==> src/psis_regs.svh <==
// Functional notes
// - off-cause holds only latest power-off, machine clears
// - off-cause bit 13: alive regulator fault
// - off-cause bit 12: sequencing failure
// - off-cause bit 11: pin input caused off
// - off-cause bit 10: supply threshold forced off
// - off-cause bit 9: over-temperature caused off
// - off-cause bit 6: software wrote chip-on zero
// - off-cause bit 4: power button caused off
// - primary bits 15,14,13: state, thermal, pin-io
// - primary bits 12,11,8: button, watchdog, converter
// - primary bits 7,6,5: power-path, sink, clock
// - primary bits 4,2: memory, charger
// - primary bits 1,0: high current, undervoltage
// - secondary 15 latches on low-supply rise
// - secondary 14 latches on source-change rise
// - secondary 13 latches on usb-current rise
// - secondary 12 latches on both button edges
// - secondary 11 watchdog rise, 8 converter-ready rise
// - secondary 7: comparator four, direction selectable
// - secondary 6: comparator three, direction selectable
// - writing one clears secondary flag, zero keeps
`ifndef PSIS_REGS_SVH
`define PSIS_REGS_SVH
// register indices; byte address is four times the index
`define PSIS_IDX_OFF_CAUSE 16'h400F
`define PSIS_IDX_PRIMARY 16'h4010
`define PSIS_IDX_SEC_ONE 16'h4011
`define PSIS_IDX_SEC_MASK 16'h4019
`define PSIS_IDX_CMP_DIR 16'h4020
// off-cause bit positions
`define PSIS_OFF_REG_FAULT 13
`define PSIS_OFF_SEQ_FAIL 12
`define PSIS_OFF_PIN_IO 11
`define PSIS_OFF_SUPPLY 10
`define PSIS_OFF_OVERHEAT 9
`define PSIS_OFF_SW_CMD 6
`define PSIS_OFF_BUTTON 4
// primary bit positions
`define PSIS_PRI_STATE 15
`define PSIS_PRI_THERMAL 14
`define PSIS_PRI_PIN_IO 13
`define PSIS_PRI_BUTTON 12
`define PSIS_PRI_WDOG 11
`define PSIS_PRI_AUX 8
`define PSIS_PRI_PATH 7
`define PSIS_PRI_SINK 6
`define PSIS_PRI_RTC 5
`define PSIS_PRI_OTP 4
`define PSIS_PRI_CHARGER 2
`define PSIS_PRI_HIGH_CUR 1
`define PSIS_PRI_UNDERVOLT 0
// secondary bit positions
`define PSIS_SEC_LOW_SUPPLY 15
`define PSIS_SEC_SOURCE 14
`define PSIS_SEC_USB_CUR 13
`define PSIS_SEC_BUTTON 12
`define PSIS_SEC_WDOG 11
`define PSIS_SEC_AUX_READY 8
`define PSIS_SEC_CMP_FOUR 7
`define PSIS_SEC_CMP_THREE 6
// comparator direction field positions
`define PSIS_DIR_CMP_THREE 0
`define PSIS_DIR_CMP_FOUR 1
// valid bits, group masks, reset values
`define PSIS_OFF_VALID 16'h3E50
`define PSIS_PRI_VALID 16'hF9F7
`define PSIS_SEC_VALID 16'hF9C0
`define PSIS_DIR_VALID 16'h0003
`define PSIS_GRP_PATH 16'hE000
`define PSIS_GRP_BUTTON 16'h1000
`define PSIS_GRP_WDOG 16'h0800
`define PSIS_GRP_AUX 16'h01C0
`define PSIS_RST_STATUS 16'h0000
`define PSIS_RST_MASK 16'h0000
`define PSIS_RST_DIR 16'h0000
`endif

==> src/psis_pkg.sv <==
package psis_pkg;
    typedef logic [15:0] psis_word_t;
    typedef logic [15:0] psis_index_t;
    // edge that sets a comparator flag
    typedef enum logic {
        PSIS_DIR_FALL,
        PSIS_DIR_RISE
    } psis_dir_t;
endpackage

==> src/psis_top.sv <==
`timescale 1ns/1ps
`include "psis_regs.svh"
module psis_top
    import psis_pkg::*;
(
    // clock and reset
    input wire logic pclk,
    input wire logic presetn,
    // apb slave
    input wire logic psel,
    input wire logic penable,
    input wire logic pwrite,
    input wire logic [17:0] paddr,
    input wire logic [31:0] pwdata,
    output logic [31:0] prdata,
    output logic pready,
    output logic pslverr,
    // main state machine, same clock
    input wire logic sm_off_strobe,
    input wire logic sm_cause_clear,
    input wire logic off_by_alive_regulator_fault,
    input wire logic off_by_sequence_failure,
    input wire logic off_by_pin_input,
    input wire logic off_by_supply_threshold,
    input wire logic off_by_overheat,
    input wire logic off_by_software_command,
    input wire logic off_by_button,
    // pending levels of groups kept elsewhere, same clock
    input wire logic power_state_pending,
    input wire logic thermal_pending,
    input wire logic pin_io_pending,
    input wire logic current_sink_pending,
    input wire logic rtc_pending,
    input wire logic otp_pending,
    input wire logic charger_pending,
    input wire logic high_current_pending,
    input wire logic undervoltage_pending,
    // event sources, asynchronous levels
    input wire logic low_supply_threshold,
    input wire logic power_source_change,
    input wire logic usb_current_event,
    input wire logic button_pin,
    input wire logic watchdog_timeout,
    input wire logic aux_converter_ready,
    input wire logic aux_comparator_four_gt,
    input wire logic aux_comparator_three_gt
);

    ////////////////////////////////////////////////////////////////////////
    // bus decode

    logic [31:0] prdata_q;
    logic pready_q;
    logic pslverr_q;
    psis_index_t idx_w;
    logic hit_w;
    logic acc_w;
    logic wr_w;

    assign idx_w = paddr[17:2];
    assign hit_w = (idx_w == `PSIS_IDX_OFF_CAUSE) || (idx_w == `PSIS_IDX_PRIMARY)
        || (idx_w == `PSIS_IDX_SEC_ONE) || (idx_w == `PSIS_IDX_SEC_MASK)
        || (idx_w == `PSIS_IDX_CMP_DIR);
    // transfer completes on the edge where pready is seen high
    assign acc_w = psel && penable && pready_q;
    assign wr_w = acc_w && pwrite && hit_w;

    ////////////////////////////////////////////////////////////////////////
    // event synchronisers

    psis_word_t raw_w;
    psis_word_t sync1_q;
    psis_word_t sync2_q;
    psis_word_t prev_q;

    always_comb begin
        raw_w = `PSIS_RST_STATUS;
        raw_w[`PSIS_SEC_LOW_SUPPLY] = low_supply_threshold;
        raw_w[`PSIS_SEC_SOURCE] = power_source_change;
        raw_w[`PSIS_SEC_USB_CUR] = usb_current_event;
        raw_w[`PSIS_SEC_BUTTON] = button_pin;
        raw_w[`PSIS_SEC_WDOG] = watchdog_timeout;
        raw_w[`PSIS_SEC_AUX_READY] = aux_converter_ready;
        raw_w[`PSIS_SEC_CMP_FOUR] = aux_comparator_four_gt;
        raw_w[`PSIS_SEC_CMP_THREE] = aux_comparator_three_gt;
    end

    always_ff @(posedge pclk or negedge presetn) begin
        if (!presetn) begin
            sync1_q <= `PSIS_RST_STATUS;
            sync2_q <= `PSIS_RST_STATUS;
            prev_q <= `PSIS_RST_STATUS;
        end else begin
            sync1_q <= raw_w;
            sync2_q <= sync1_q;
            prev_q <= sync2_q;
        end
    end

    ////////////////////////////////////////////////////////////////////////
    // control registers

    psis_word_t sec_mask_q;
    psis_word_t cmp_dir_q;

    always_ff @(posedge pclk or negedge presetn) begin
        if (!presetn) begin
            sec_mask_q <= `PSIS_RST_MASK;
        end else if (wr_w && idx_w == `PSIS_IDX_SEC_MASK) begin
            sec_mask_q <= pwdata[15:0] & `PSIS_SEC_VALID;
        end
    end

    always_ff @(posedge pclk or negedge presetn) begin
        if (!presetn) begin
            cmp_dir_q <= `PSIS_RST_DIR;
        end else if (wr_w && idx_w == `PSIS_IDX_CMP_DIR) begin
            cmp_dir_q <= pwdata[15:0] & `PSIS_DIR_VALID;
        end
    end

    ////////////////////////////////////////////////////////////////////////
    // edge selection per secondary bit

    psis_word_t set_w;
    psis_dir_t dir_four_w;
    psis_dir_t dir_three_w;

    assign dir_four_w = psis_dir_t'(cmp_dir_q[`PSIS_DIR_CMP_FOUR]);
    assign dir_three_w = psis_dir_t'(cmp_dir_q[`PSIS_DIR_CMP_THREE]);

    localparam psis_word_t sec_valid_c = `PSIS_SEC_VALID;

    genvar gi;
    generate
        for (gi = 0; gi < 16; gi = gi + 1) begin : g_edge
            logic rise_w;
            logic fall_w;
            logic valid_w;
            assign rise_w = sync2_q[gi] && !prev_q[gi];
            assign fall_w = !sync2_q[gi] && prev_q[gi];
            assign valid_w = sec_valid_c[gi];
            if (gi == `PSIS_SEC_BUTTON) begin : g_both
                assign set_w[gi] = valid_w && (rise_w || fall_w);
            end else if (gi == `PSIS_SEC_CMP_FOUR) begin : g_cmp4
                assign set_w[gi] = valid_w
                    && ((dir_four_w == PSIS_DIR_RISE) ? rise_w : fall_w);
            end else if (gi == `PSIS_SEC_CMP_THREE) begin : g_cmp3
                assign set_w[gi] = valid_w
                    && ((dir_three_w == PSIS_DIR_RISE) ? rise_w : fall_w);
            end else begin : g_rise
                assign set_w[gi] = valid_w && rise_w;
            end
        end
    endgenerate

    ////////////////////////////////////////////////////////////////////////
    // secondary flags, set wins over a clear in the same cycle

    psis_word_t sec_q;
    psis_word_t clr_w;

    assign clr_w = (wr_w && idx_w == `PSIS_IDX_SEC_ONE) ? pwdata[15:0] : `PSIS_RST_STATUS;

    always_ff @(posedge pclk or negedge presetn) begin
        if (!presetn) begin
            sec_q <= `PSIS_RST_STATUS;
        end else begin
            sec_q <= ((sec_q & ~clr_w) | set_w) & `PSIS_SEC_VALID;
        end
    end

    ////////////////////////////////////////////////////////////////////////
    // off-cause register

    psis_word_t off_q;
    psis_word_t off_d;

    always_comb begin
        off_d = `PSIS_RST_STATUS;
        off_d[`PSIS_OFF_REG_FAULT] = off_by_alive_regulator_fault;
        off_d[`PSIS_OFF_SEQ_FAIL] = off_by_sequence_failure;
        off_d[`PSIS_OFF_PIN_IO] = off_by_pin_input;
        off_d[`PSIS_OFF_SUPPLY] = off_by_supply_threshold;
        off_d[`PSIS_OFF_OVERHEAT] = off_by_overheat;
        off_d[`PSIS_OFF_SW_CMD] = off_by_software_command;
        off_d[`PSIS_OFF_BUTTON] = off_by_button;
    end

    // a new power-off replaces the old cause; the machine alone clears it
    always_ff @(posedge pclk or negedge presetn) begin
        if (!presetn) begin
            off_q <= `PSIS_RST_STATUS;
        end else if (sm_off_strobe) begin
            off_q <= off_d;
        end else if (sm_cause_clear) begin
            off_q <= `PSIS_RST_STATUS;
        end
    end

    ////////////////////////////////////////////////////////////////////////
    // primary summary word

    psis_word_t pri_q;
    psis_word_t pri_d;
    psis_word_t live_w;

    assign live_w = sec_q & ~sec_mask_q;

    always_comb begin
        pri_d = `PSIS_RST_STATUS;
        pri_d[`PSIS_PRI_STATE] = power_state_pending;
        pri_d[`PSIS_PRI_THERMAL] = thermal_pending;
        pri_d[`PSIS_PRI_PIN_IO] = pin_io_pending;
        pri_d[`PSIS_PRI_BUTTON] = |(live_w & `PSIS_GRP_BUTTON);
        pri_d[`PSIS_PRI_WDOG] = |(live_w & `PSIS_GRP_WDOG);
        pri_d[`PSIS_PRI_AUX] = |(live_w & `PSIS_GRP_AUX);
        pri_d[`PSIS_PRI_PATH] = |(live_w & `PSIS_GRP_PATH);
        pri_d[`PSIS_PRI_SINK] = current_sink_pending;
        pri_d[`PSIS_PRI_RTC] = rtc_pending;
        pri_d[`PSIS_PRI_OTP] = otp_pending;
        pri_d[`PSIS_PRI_CHARGER] = charger_pending;
        pri_d[`PSIS_PRI_HIGH_CUR] = high_current_pending;
        pri_d[`PSIS_PRI_UNDERVOLT] = undervoltage_pending;
    end

    always_ff @(posedge pclk or negedge presetn) begin
        if (!presetn) begin
            pri_q <= `PSIS_RST_STATUS;
        end else begin
            pri_q <= pri_d & `PSIS_PRI_VALID;
        end
    end

    ////////////////////////////////////////////////////////////////////////
    // bus answer: one wait cycle, data and error registered

    psis_word_t rd_w;

    always_comb begin
        case (idx_w)
            `PSIS_IDX_OFF_CAUSE: rd_w = off_q;
            `PSIS_IDX_PRIMARY: rd_w = pri_q;
            `PSIS_IDX_SEC_ONE: rd_w = sec_q;
            `PSIS_IDX_SEC_MASK: rd_w = sec_mask_q;
            `PSIS_IDX_CMP_DIR: rd_w = cmp_dir_q;
            default: rd_w = `PSIS_RST_STATUS;
        endcase
    end

    always_ff @(posedge pclk or negedge presetn) begin
        if (!presetn) begin
            pready_q <= 1'b0;
            pslverr_q <= 1'b0;
            prdata_q <= 32'h0000_0000;
        end else if (psel && penable && !pready_q) begin
            pready_q <= 1'b1;
            pslverr_q <= !hit_w;
            prdata_q <= pwrite ? 32'h0000_0000 : {16'h0000, rd_w};
        end else begin
            pready_q <= 1'b0;
            pslverr_q <= 1'b0;
            prdata_q <= 32'h0000_0000;
        end
    end

    assign prdata = prdata_q;
    assign pready = pready_q;
    assign pslverr = pslverr_q;
endmodule

==> config.mk <==
export PLATFORM = sky130hd
export DESIGN_NAME = psis_top
export DESIGN_NICKNAME = d
export VERILOG_FILES = /design/src/psis_pkg.sv /design/src/psis_top.sv
export VERILOG_INCLUDE_DIRS = /design/src
export SDC_FILE = /design/constraint.sdc
export NUM_CORES = 1
export LEC_CHECK = 0
export BUFFER_PORTS_ARGS = -buffer_cell sky130_fd_sc_hd__buf_2
export CORE_ASPECT_RATIO = 0.5
export CORE_MARGIN = 2
export CORE_UTILIZATION = 53
export DETAILED_ROUTE_END_ITERATION = 10
export PLACE_DENSITY = 0.86
export SETUP_SLACK_MARGIN = 0.02
export SLEW_MARGIN = 0
export SYNTH_ARGS = -nofsm -noshare
export SYNTH_HDL_FRONTEND = slang
export SYNTH_SLANG_ARGS = --single-unit
==> constraint.sdc <==
create_clock -name pclk -period 3.19 [get_ports pclk]
set_input_delay 0.1595 -clock pclk [delete_from_list [all_inputs] [get_ports pclk]]
set_output_delay 0.1595 -clock pclk [all_outputs]
set_load 0.1 [all_outputs]
==> summary.md, run 1 <==
| Metric | Value |
|---|---|
| Status | finished with violations |
| Failing checks | negative hold slack |
| Standard-cell rows | 20 |
| Yosys top cell by area | dfrtp_1 |
| PortBufs | 73 |
| Top-count cell post-synth | dfrtp_1 |
| # IOs | about 120 |
| Clock Latency Late Sink | 340 ps |
| Fin Hold WS | -29.30 ps |
| Setup bufs post-CTS | 0 |
| Die area | 0.006888 mm^2 |
| Max FO, Critical Path | 8 |
| Vias per inst | 5.142 |
| TritonCTS clock tree | yes |
| Final setup violation count | 0 |
| Routed vias | 2283 |
| GRT busiest layer | met2 |
| Synth area leaders | dfrtp_1 60%, buf_4 3.9%, mux2_2 2.7%, mux2i_1 2.4%, o21ai_0 2.3% |
| TNS Setup | 0 ps |
| Worst R2R Start | pready$_DFF_PN0_ |
| First-pass GRT wire length | 10660 um |
| Worst Tran Pin Value | 942.8 ps |
| Final wirelength | ~6600 um |
| Mapped Cells | between 200 and 300 |
| RePlAce Congestion | just over 0.8 |
| Crit path arrival time | about 2100 ps |
| Synth Cell Area | 0.003288 mm^2 |
| Reg2reg end | prdata[10]$_DFF_PN0_ |
| Total congestion overflow | 0 |
| Adder-cell share of the synthesized area | 0% |
| Routed Antenna Nets | 0 |
| Initial antenna violation count | 0 |
| Top FF cell, synth | dfrtp_1 |
| Synth cell types | 45 |
| Die height | 59.70 um |
| Simple-gate share of the synthesized area | 16.74% |
| Max-Cap Viols | 0 |
| Pwr Density | around 540 mW/mm^2 |
| Synth async-reset ratio | 100.0% |
| CP startpoint | paddr[9] |
| Complex-gate fraction of the synthesized area | 9.703% |
| Tcrit/Tclk final | roughly 60% |
| Area grow syn2layout | 23.52% |
| R2R depth | 4 |
| Worst setup EP type | register |
| Dominant combinational cell family by area after synthesis | simple AND/OR/NAND/NOR gates |
| Total GRT Usage | 21.12% |
| Post_cts resized | 0 |
| Flops & latches, synth | around 80 |
| GR Layer Usage met3 | approximately 7.2% |
| Sink Count | 79 |
| Routed len/inst | 14.92 um |
| Filler cells | 426 |
| Post-CTS Hold Fix Bufs | 17 |
| Startpoint types | input port |
| Max-slew headroom | roughly 37% |
| GR Util met1 | 24.46% |
| Sequential element share of the synthesized area | around 60% |
| Max Fclk | ~530 MHz |
| Starting Density | between 50% and 60% |
| Number of global-route vias before repair | 2250 |
| DIE WIDTH | 115.4 um |
| Mux contribution to synthesized area | 5.860% |
| Fin area | 0.004061 mm^2 |
| Yosys warning count | 0 |
| Max Transition Viols Final | 0 |
| Root Buffer | clkbuf_16 |
| Setup CP Type | in -> reg |
| Peak supply drop | around 0.33 mV |
| Hold Path Class | in -> async |
| Layout cells sized above 1 | between 30% and 40% |
| Leakage Power | 0.001913 uW |
| Clock transition at path regs | around 60 ps |
| Synth top area share | 60.12% |
| DP Area | approximately 0.0036 mm^2 |
| Hold Fails Final Rpt | 56 |
| GRT met2 Usage | 36.34% |
| Residual DRC | 0 |
| CP required | ~3400 ps |
| Min Tclk post-route | 1872 ps |
| RSZ-0062 raised after global routing | no |
| Detail Placement HPWL | roughly 4500 um |
| Core Area | roughly 0.0060 mm^2 |
| CTS max path bufs | 2 |
| Syn avg cell area | ~13 um^2 |
| EDFF count, synth | 0 |
| Xor-xnor portion of the synthesized cell area | 0.2664% |
| Diode count | 0 |
| Final Power | 2185 uW |
| CTS buffer count | 9 |
| Drt first pass iters | 4 |
| Reg2reg setup slack | 1380 ps |
| Post-synth top cells | 79 x dfrtp_1, 17 x buf_4, 16 x nand2_1 |
| Largest net degree at the start of global routing | 80 |
| Final nets | 433 |
| Initial drt markers | 99 |
| H-tree Lvls | 3 |
| Worst Skew | 6.155 ps |
layout by cell type, fill, tap and decap left out, drive strengths merged, types with 4 or more instances in the layout:
| cell type | n |
|---|---|
| mux2 | 10 |
| o2bb2ai | 4 |
| nor2b | 4 |
| dfrtp | 79 |
| a21oi | 4 |
| nand3b | 5 |
| nand3 | 10 |
| nor4 | 8 |
| conb | 17 |
| inv | 11 |
| o21ai | 20 |
| a2111oi | 5 |
| mux2i | 8 |
| buf | 73 |
| nor2 | 10 |
| clkbuf | 10 |
| nand2b | 11 |
| nand2 | 16 |
| dlygate4sd3 | 17 |
| and2 | 5 |
metrics by stage:
stage	hold slack (ps)	utilization [%]	std cells	worst slack, ps
2_1_floorplan	-136.1	-	279	925.0
3_3_place_gp	267.5	60.15	412	1024
3_5_place_dp	268.8	60.15	412	967.3
4_1_cts	18.05	67.34	444	1327
5_1_grt	43.80	67.34	444	1262
6_report	-29.30	67.34	444	1318
registers in the layout (all words and copies together) (netlist names):
register / count
pready: 1
sec_q: 8
pslverr: 1
sync2_q: 8
prev_q: 8
cmp_dir_q: 2
sync1_q: 8
prdata: 15
off_q: 7
sec_mask_q: 8
pri_q: 13
layout make-up:
cell class,instances,area (um^2),area share (%)
Sequential cell,79,1977,48.68
Multi-Input combinational cell,162,1135,27.94
Timing Repair Buffer,90,538.0,13.25
Clock buffer,10,229.0,5.638
Tap cell,88,110.1,2.711
Inverter,10,37.54,0.9242
Clock inverter,5,35.03,0.8626
worst max-delay path: stages:
cell,delay (ps)
buf_2,90
or4_4,570
or3_1,590
nor3b_4,310
mux2_1,360
worst max path at each step:
stage	endpoint	depth (start not counted)
2_1_floorplan	sec_mask_q[11]$_DFFE_PN0P_	4
3_3_place_gp	cmp_dir_q[0]$_DFFE_PN0P_	5
3_5_place_dp	cmp_dir_q[0]$_DFFE_PN0P_	5
4_1_cts	cmp_dir_q[0]$_DFFE_PN0P_	5
5_1_grt	prdata[10]$_DFF_PN0_	4
6_report	cmp_dir_q[0]$_DFFE_PN0P_	5
cells by family after synthesis:
| kind of cell | after synthesis |
|---|---|
| buf+inv | 38 |
| other cells | 1 |
| flops | 79 |
| mux | 18 |
| xor+xnor | 1 |
| simple gates | 84 |
| compound gates | 42 |
routing by layer:
| metal | share of wire (%) | vias up |
|---|---|---|
| met5 | 0 | - |
| li1 | - | 1068 |
| met2 | 51 | 82 |
| met4 | 1.6 | 0 |
| met1 | 41 | 1121 |
| met3 | 5.6 | 12 |
power breakdown:
part	internal (uW)	leakage (uW)	total [uW]	switching [uW]
combinational	59.2	0.000831	227	168
sequential	1030	0.000954	1040	12.5
clock	523	0.000129	914	391
No activity file was read; power rests on OpenSTA's default activity.
==> inputs of run 2 (changes only) <==
CORE_UTILIZATION = 45   (was 53)
PLACE_DENSITY = 0.78   (was 0.86)
clock period = 1.6 ns   (was 3.19 ns; I/O delays follow)
==> run 2 against run 1 <==
The run now ends clean; first-iteration DRC count increased by 59%; register-to-register slack got worse by 1300 ps; non-clock buffer count increased by 38; flip-flop and latch count unchanged; combinational power increased by 130%; largest cell class unchanged.
==> summary.md, run 2 (synthesis gave the netlist of run 1 again) <==
| Metric | Value |
|---|---|
| Hold Path Class | in -> reg |
| Filler cells | 507 (+19%) |
| Pint | 3600 uW (+120%) |
| Standard-cell rows | 21 (+5.0%) |
| CTS max path bufs | 2 (unchanged) |
| First-pass GRT wire length | 11680 um (+9.6%) |
| Layout cells sized above 1 | 36.80% (+5.1 points) |
| Min Tclk post-route | 1565 ps |
| Flop pwr share | 43.7% (-4.1 points) |
| Most common cell after layout, fill and taps aside | dfrtp_1 |
| Max-Cap Viols | 0 (unchanged) |
| Largest net degree at the start of global routing | 45 (-44%) |
| Worst path cell trace | buf_2, or4b_4, or3_4, o211a_1, buf_12, a2111oi_4 |
| Initial drt markers | 157 (+59%) |
| Leakage Power | 0.002133 uW (+11%) |
| Metal-1 WL | 3076 um (+12%) |
| RePlAce Congestion | 0.9042 (+12%) |
| Number of flip-flops under the largest register name | 15 (unchanged) |
| Residual DRC | 0 (unchanged) |
| Fin Hold WS | 7.152 ps (+36.45 ps) |
| Reg2reg end | prdata[6]$_DFF_PN0_ |
| Worst setup EP type | register |
| Final Core Density | 66.23% (-1.1 points) |
| Pwr Density | 1045 mW/mm^2 (+94%) |
| Clock transition at path regs | 60 ps (about the same) |
| Final setup violation count | 0 (unchanged) |
| Detail Placement HPWL | 4992 um (+12%) |
| Worst Skew | 6.026 ps (-0.1286 ps) |
| Worst hold start | pwdata[7] |
| Routed Antenna Nets | 0 (unchanged) |
| Total congestion overflow | 0 (unchanged) |
| Max FO, Critical Path | 6 (-2) |
| DP Area | 0.003837 mm^2 (+5.8%) |
| Hold depth | 2 |
| Combinational share of power | 11.1% (+0.7 points) |
| Routed len/inst | 14.35 um (-3.8%) |
| Diode count | 0 (unchanged) |
| Root Buffer | clkbuf_16 |
| DR top layer | met4 |
| Total GRT Usage | 18.88% (-2.2 points) |
| Startpoint types | input port |
| Routed length on met3 | 358 um (-4.3%) |
| Max Fclk | 638.9 MHz |
| Worst Hold End | sec_mask_q[7]$_DFFE_PN0P_ |
| CP required | 1810 ps (-1600 ps) |
| Sw Ratio | 24.45% (-1.7 points) |
| PortBufs | 73 (unchanged) |
| CTS buffer count | 9 (unchanged) |
| Worst Tran Pin Value | 559.9 ps (-382.8 ps) |
| Area occupied by multi-input gates | 0.001214 mm^2 (+6.9%) |
| TritonCTS clock tree | yes |
| Final wirelength | 6974 um (+5.3%) |
| Status | complete, no violations |
| Die area | 0.008049 mm^2 (+17%) |
| Number of global-route vias before repair | 2432 (+8.1%) |
| Peak supply drop | 0.6821 mV (+110%) |
| Core Area | 0.006884 mm^2 (+14%) |
| Vias per inst | 4.899 (-4.7%) |
| P_sw | 1165 uW (+100%) |
| DIE WIDTH | 124.9 um (+8.2%) |
| Die height | 64.45 um (+8.0%) |
| Leading cell types in the layout, fill and taps excluded | 78 x dfrtp_1, 72 x buf_2, 31 x dlygate4sd3_1 |
| Max Transition Viols Final | 0 (unchanged) |
| Sink Count | 79 (unchanged) |
| Non-Filler Instances | 486 (+9.5%) |
| Hold Fails Final Rpt | 0 (-100%) |
| Max-slew headroom | 62.67% (+26 points) |
| Worst R2R Start | pready$_DFF_PN0_ |
| Placed Cells | 439 (+6.6%) |
| Clock Power Share | 45.2% (+3.4 points) |
| Drt first pass iters | 4 (unchanged) |
| Largest stage delay on the critical path | 540 ps (-50 ps) |
| Fin area | 0.004559 mm^2 (+12%) |
| RSZ-0062 raised after global routing | yes |
| # IOs | 115 (unchanged) |
| R2R depth | 4 (unchanged) |
| Reg2reg setup slack | 100 ps (-1280 ps) |
| Routed vias | 2381 (+4.3%) |
| Clock Latency Late Sink | 330 ps (about the same) |
| CP startpoint | paddr[3] |
| TNS Setup | 0 ps (unchanged) |
| Starting Density | 47.76% (-6.8 points) |
| Crit path arrival time | 1780 ps (-310 ps) |
| Final nets | 471 (+8.8%) |
| FF/Latch Area | 0.001981 mm^2 (+0.19%) |
| Area grow syn2layout | 38.66% |
| Tcrit/Tclk final | between 90% and 100% |
| Setup CP Type | in -> reg |
| Slowest CP cell | or4b_4 |
| Wire length on met2 | 3442 um (+1.1%) |
| H-tree Lvls | 3 (unchanged) |
| Initial antenna violation count | 0 (unchanged) |
-- run 2: cell types whose count changed in the layout (fill, tap and decap cells not counted), moves of 3 or more --
cell           previous run  this run
buf_4                     1        20
dlygate4sd3_1            17        31
o21ai_0                  15         7
o21ai_1                   5        13
a2111oi_2                 4         0
a2111oi_4                 1         5
buf_6                     0         3
-- run 2: worst max-delay path by stage --
stage,end,slack [ps],cells past startpoint
global route,prdata[6]$_DFF_PN0_,-30,8
finish,prdata[6]$_DFF_PN0_,30,6
CTS,prdata[10]$_DFF_PN0_,10,6
global placement,prdata[13]$_DFF_PN0_,-270,6
floorplan,cmp_dir_q[0]$_DFFE_PN0P_,-220,5
detailed placement,prdata[10]$_DFF_PN0_,-330,6
-- run 2: power by group through the flow --
| stage | logic (uW) | clock network [uW] | registers, uW |
|---|---|---|---|
| after CTS | 519 | 2200 | 2080 |
| after detailed placement | 462 | 0 | 2120 |
| after global routing | 572 | 2290 | 2090 |
| final | 528 | 2150 | 2080 |
| after floorplan | 304 | 0 | 2130 |
| after global placement | 452 | 0 | 2120 |
-- run 2: through the flow --
| stage | setup slack, ps | total power, uW |
|---|---|---|
| after floorplan | -216.7 | 2434 |
| after global placement | -274.1 | 2568 |
| after detailed placement | -334.1 | 2581 |
| after CTS | 10.19 | 4800 |
| after global routing | -26.70 | 4953 |
| final | 34.82 | 4765 |
-- run 2: worst max-delay path, delay by kind of cell --
family / cells / cell delay (ps)
simple gates: 2 / 900
compound gates: 2 / 520
buf+inv: 2 / 270
-- run 2: repair_timing --
action                                  4_1_cts  5_1_grt
hold buffers                                 30        1
endpoints found under the setup margin        2       14
hold endpoints to repair                     71        1
setup buffers                                 0        1
resized for setup                             0       13
pin swaps                                     0        2
-- run 2: layer usage --
layer | vias to the layer above | track usage [%]
li1 | 1151 | -
met1 | 1158 | 24.09
met2 | 64 | 30.74
met3 | 8 | 5.780
met4 | 0 | 7.500
met5 | - | 0
-- run 2: final cells by class --
type	count	share of cell area (%)
clock buffer	9	4.940
tap	92	2.525
inverter	10	0.8233
timing repair buffer	128	19.62
sequential	79	43.44
multi-input combinational	162	26.62
clock inverter	6	2.031
==> inputs of run 3 (changes only) <==
SETUP_SLACK_MARGIN = 0.4   (was 0.02)
==> run 3 against run 2 <==
Via count is 11% higher; non-clock buffer count rose by 8; routed wire length is 28% higher; sequential share of layout area shrank 2.6 points; highest routed layer unchanged; core utilization is 4.2 points higher; register-to-register slack improved by 40 ps; total power decreased by 1.1%; worst setup slack lost 14 ps; fmax shrank 0.88%; sequential power is essentially flat.
==> summary.md, run 3 (synthesis gave the netlist of run 1 again) <==
| Metric | Value |
|---|---|
| Initial drt markers | 242 (+54%) |
| Residual DRC | 0 (unchanged) |
| Final wirelength | 8906 um (+28%) |
| CTS buffer count | 9 (unchanged) |
| CTS max path bufs | 2 (unchanged) |
| # IOs | 115 (unchanged) |
| Final setup violation count | 0 (unchanged) |
| Initial antenna violation count | 0 (unchanged) |
| Tcrit/Tclk final | 98.69% (+0.86 points) |
| Max Transition Viols Final | 0 (unchanged) |
| Diode count | 0 (unchanged) |
| Pint | 3514 uW (-2.4%) |
| Clock Power Share | 43.4% (-1.8 points) |
| Vias per inst | 5.349 (+9.2%) |
| Core Area | 0.006884 mm^2 (unchanged) |
| Area grow syn2layout | 47.37% |
| Max Fclk | 633.3 MHz (-0.88%) |
| Worst R2R Start | pready$_DFF_PN0_ |
| CP required | 1830 ps (+20 ps) |
| Total GRT Usage | 21.97% (+3.1 points) |
| Reg2reg setup slack | 140 ps (+40 ps) |
| Startpoint types | input port |
| Critical path destination | prdata[14]$_DFF_PN0_ |
| Worst setup EP type | register |
| Largest stage delay on the critical path | 560 ps (+20 ps) |
| Root Buffer | clkbuf_16 |
| Leakage Power | 0.002276 uW (+6.7%) |
| Worst path cell trace | buf_6, or4_4, buf_4, or4_4, nor4_2 |
| Layout cells sized above 1 | 41.83% (+5.0 points) |
| Pre-CTS WS | -310.0 ps (+24.18 ps) |
| Fin area | 0.004846 mm^2 (+6.3%) |
| Starting Density | 47.76% (unchanged) |
| Most common cell after layout, fill and taps aside | dfrtp_1 |
| Hold Fails Final Rpt | 0 (unchanged) |
| Max-slew headroom | 62.66% (about the same) |
| Routed vias | 2653 (+11%) |
| Fin Hold WS | 16.87 ps (+9.723 ps) |
| Leading cell types in the layout, fill and taps excluded | 78 x dfrtp_1, 62 x buf_2, 33 x dlygate4sd3_1 |
| Detail Placement HPWL | 5148 um (+3.1%) |
| Standard-cell rows | 21 (unchanged) |
| Hold Path Class | in -> reg |
| Clock Latency Late Sink | 340 ps (about the same) |
| Flop pwr share | 44.2% (+0.5 points) |
| Most used cell, CP | or4_4 |
| Pwr Density | 972.2 mW/mm^2 (-7.0%) |
| Worst Skew | 7.577 ps (+1.550 ps) |
| Total congestion overflow | 0 (unchanged) |
| Min Tclk post-route | 1579 ps (+13.82 ps) |
| Filler cells | 448 (-12%) |
| R2R depth | 5 (+1) |
| TNS Setup | 0 ps (unchanged) |
| Sw Ratio | 25.42% (+0.97 points) |
| DP Area | 0.003820 mm^2 (-0.46%) |
| Crit path arrival time | 1810 ps (+30 ps) |
| Routed len/inst | 17.96 um (+25%) |
| TritonCTS clock tree | yes |
| H-tree Lvls | 3 (unchanged) |
| Reg2reg end | prdata[8]$_DFF_PN0_ |
| Die height | 64.45 um (unchanged) |
| Number of global-route vias before repair | 2687 (+10%) |
| RePlAce Congestion | 0.8375 (-7.4%) |
| CP startpoint | paddr[9] |
| Max FO, Critical Path | 5 (-1) |
| Number of flip-flops under the largest register name | 15 (unchanged) |
| PortBufs | 73 (unchanged) |
| Status | complete, no violations |
| Max-Cap Viols | 0 (unchanged) |
| RSZ-0062 raised after global routing | yes |
| Slowest CP cell | or4_4 |
| Worst Tran Pin Value | 555.0 ps (-4.911 ps) |
| Setup CP Type | in -> reg |
| Drt first pass iters | 5 (+1) |
| Final nets | 480 (+1.9%) |
| Final WS setup | 21.00 ps (-13.82 ps) |
| Peak supply drop | 0.5421 mV (-21%) |
| P_sw | 1198 uW (+2.8%) |
| Routed Antenna Nets | 0 (unchanged) |
| Largest net degree at the start of global routing | 34 (-24%) |
| First-pass GRT wire length | 13390 um (+15%) |
| DIE WIDTH | 124.9 um (unchanged) |
| Clock transition at path regs | 60 ps (about the same) |
| Die area | 0.008049 mm^2 (unchanged) |
| Combinational share of power | 12.4% (+1.3 points) |
| Sink Count | 79 (unchanged) |
-- run 3: cell count changes in the layout (fill, tap and decap cells not counted), sizes merged --
cell | previous run | this run
buf | 97 | 101
bufinv | 2 | 1
inv | 12 | 11
dlygate4sd3 | 31 | 33
or4 | 3 | 4
clkbuf | 9 | 14
-- run 3: worst min path at each step --
stage                     startpoint                         end  cells past startpoint
after floorplan              presetn    cmp_dir_q[0]$_DFFE_PN0P_                      0
after global placement       presetn        sync1_q[6]$_DFF_PN0_                      1
after detailed placement     presetn        sync1_q[6]$_DFF_PN0_                      1
after CTS                  pwdata[6]   sec_mask_q[6]$_DFFE_PN0P_                      2
after global routing      pwdata[13]  sec_mask_q[13]$_DFFE_PN0P_                      2
final                     pwdata[13]  sec_mask_q[13]$_DFFE_PN0P_                      2
-- run 3: layout make-up --
cell class	instances	area (um^2)	share of cell area, %
well taps	92	115.1	2.375
repair buffers	136	1046	21.59
clock buffers	12	246.5	5.086
multi-input cells	163	1366	28.20
flip-flops and latches	79	1981	40.87
inverters	10	37.54	0.7746
clock inverters	4	53.80	1.110
-- run 3: stage by stage --
step	cells	power (uW)	utilization, %
floorplan	279	2435	-
global placement	436	2569	55.49
detailed placement	436	2582	55.49
CTS	493	4714	69.01
global route	496	4874	70.39
finish	496	4711	70.39
-- run 3: what timing repair did --
action                                  in CTS  in global routing
hold endpoints to repair                    61                  1
endpoints found under the setup margin      35                 36
hold buffers                                32                  1
pin swaps                                   19                 13
buffers inserted                             8                  2
gates resized for setup                     43                 16
gates cloned                                 1                  0
-- run 3: power groups by stage --
stage | clock network (uW) | logic [uW] | registers [uW]
global placement | 0 | 453 | 2120
detailed placement | 0 | 463 | 2120
floorplan | 0 | 304 | 2130
CTS | 2070 | 560 | 2080
global route | 2170 | 620 | 2090
finish | 2040 | 585 | 2080
-- run 3: layer usage --
| layer | up-vias | wire length (um) | GRT usage (%) |
|---|---|---|---|
| li1 | 1165 | - | - |
| met1 | 1337 | 3751 | 27.25 |
| met2 | 129 | 4301 | 36.54 |
| met3 | 22 | 644 | 7.184 |
| met4 | 0 | 209 | 8.472 |
| met5 | - | 0 | 0 |
-- run 3: critical path, delay by kind of cell --
family	cells	cell delay, ps
and+or+nand+nor	3	1460
buffers and inverters	2	270
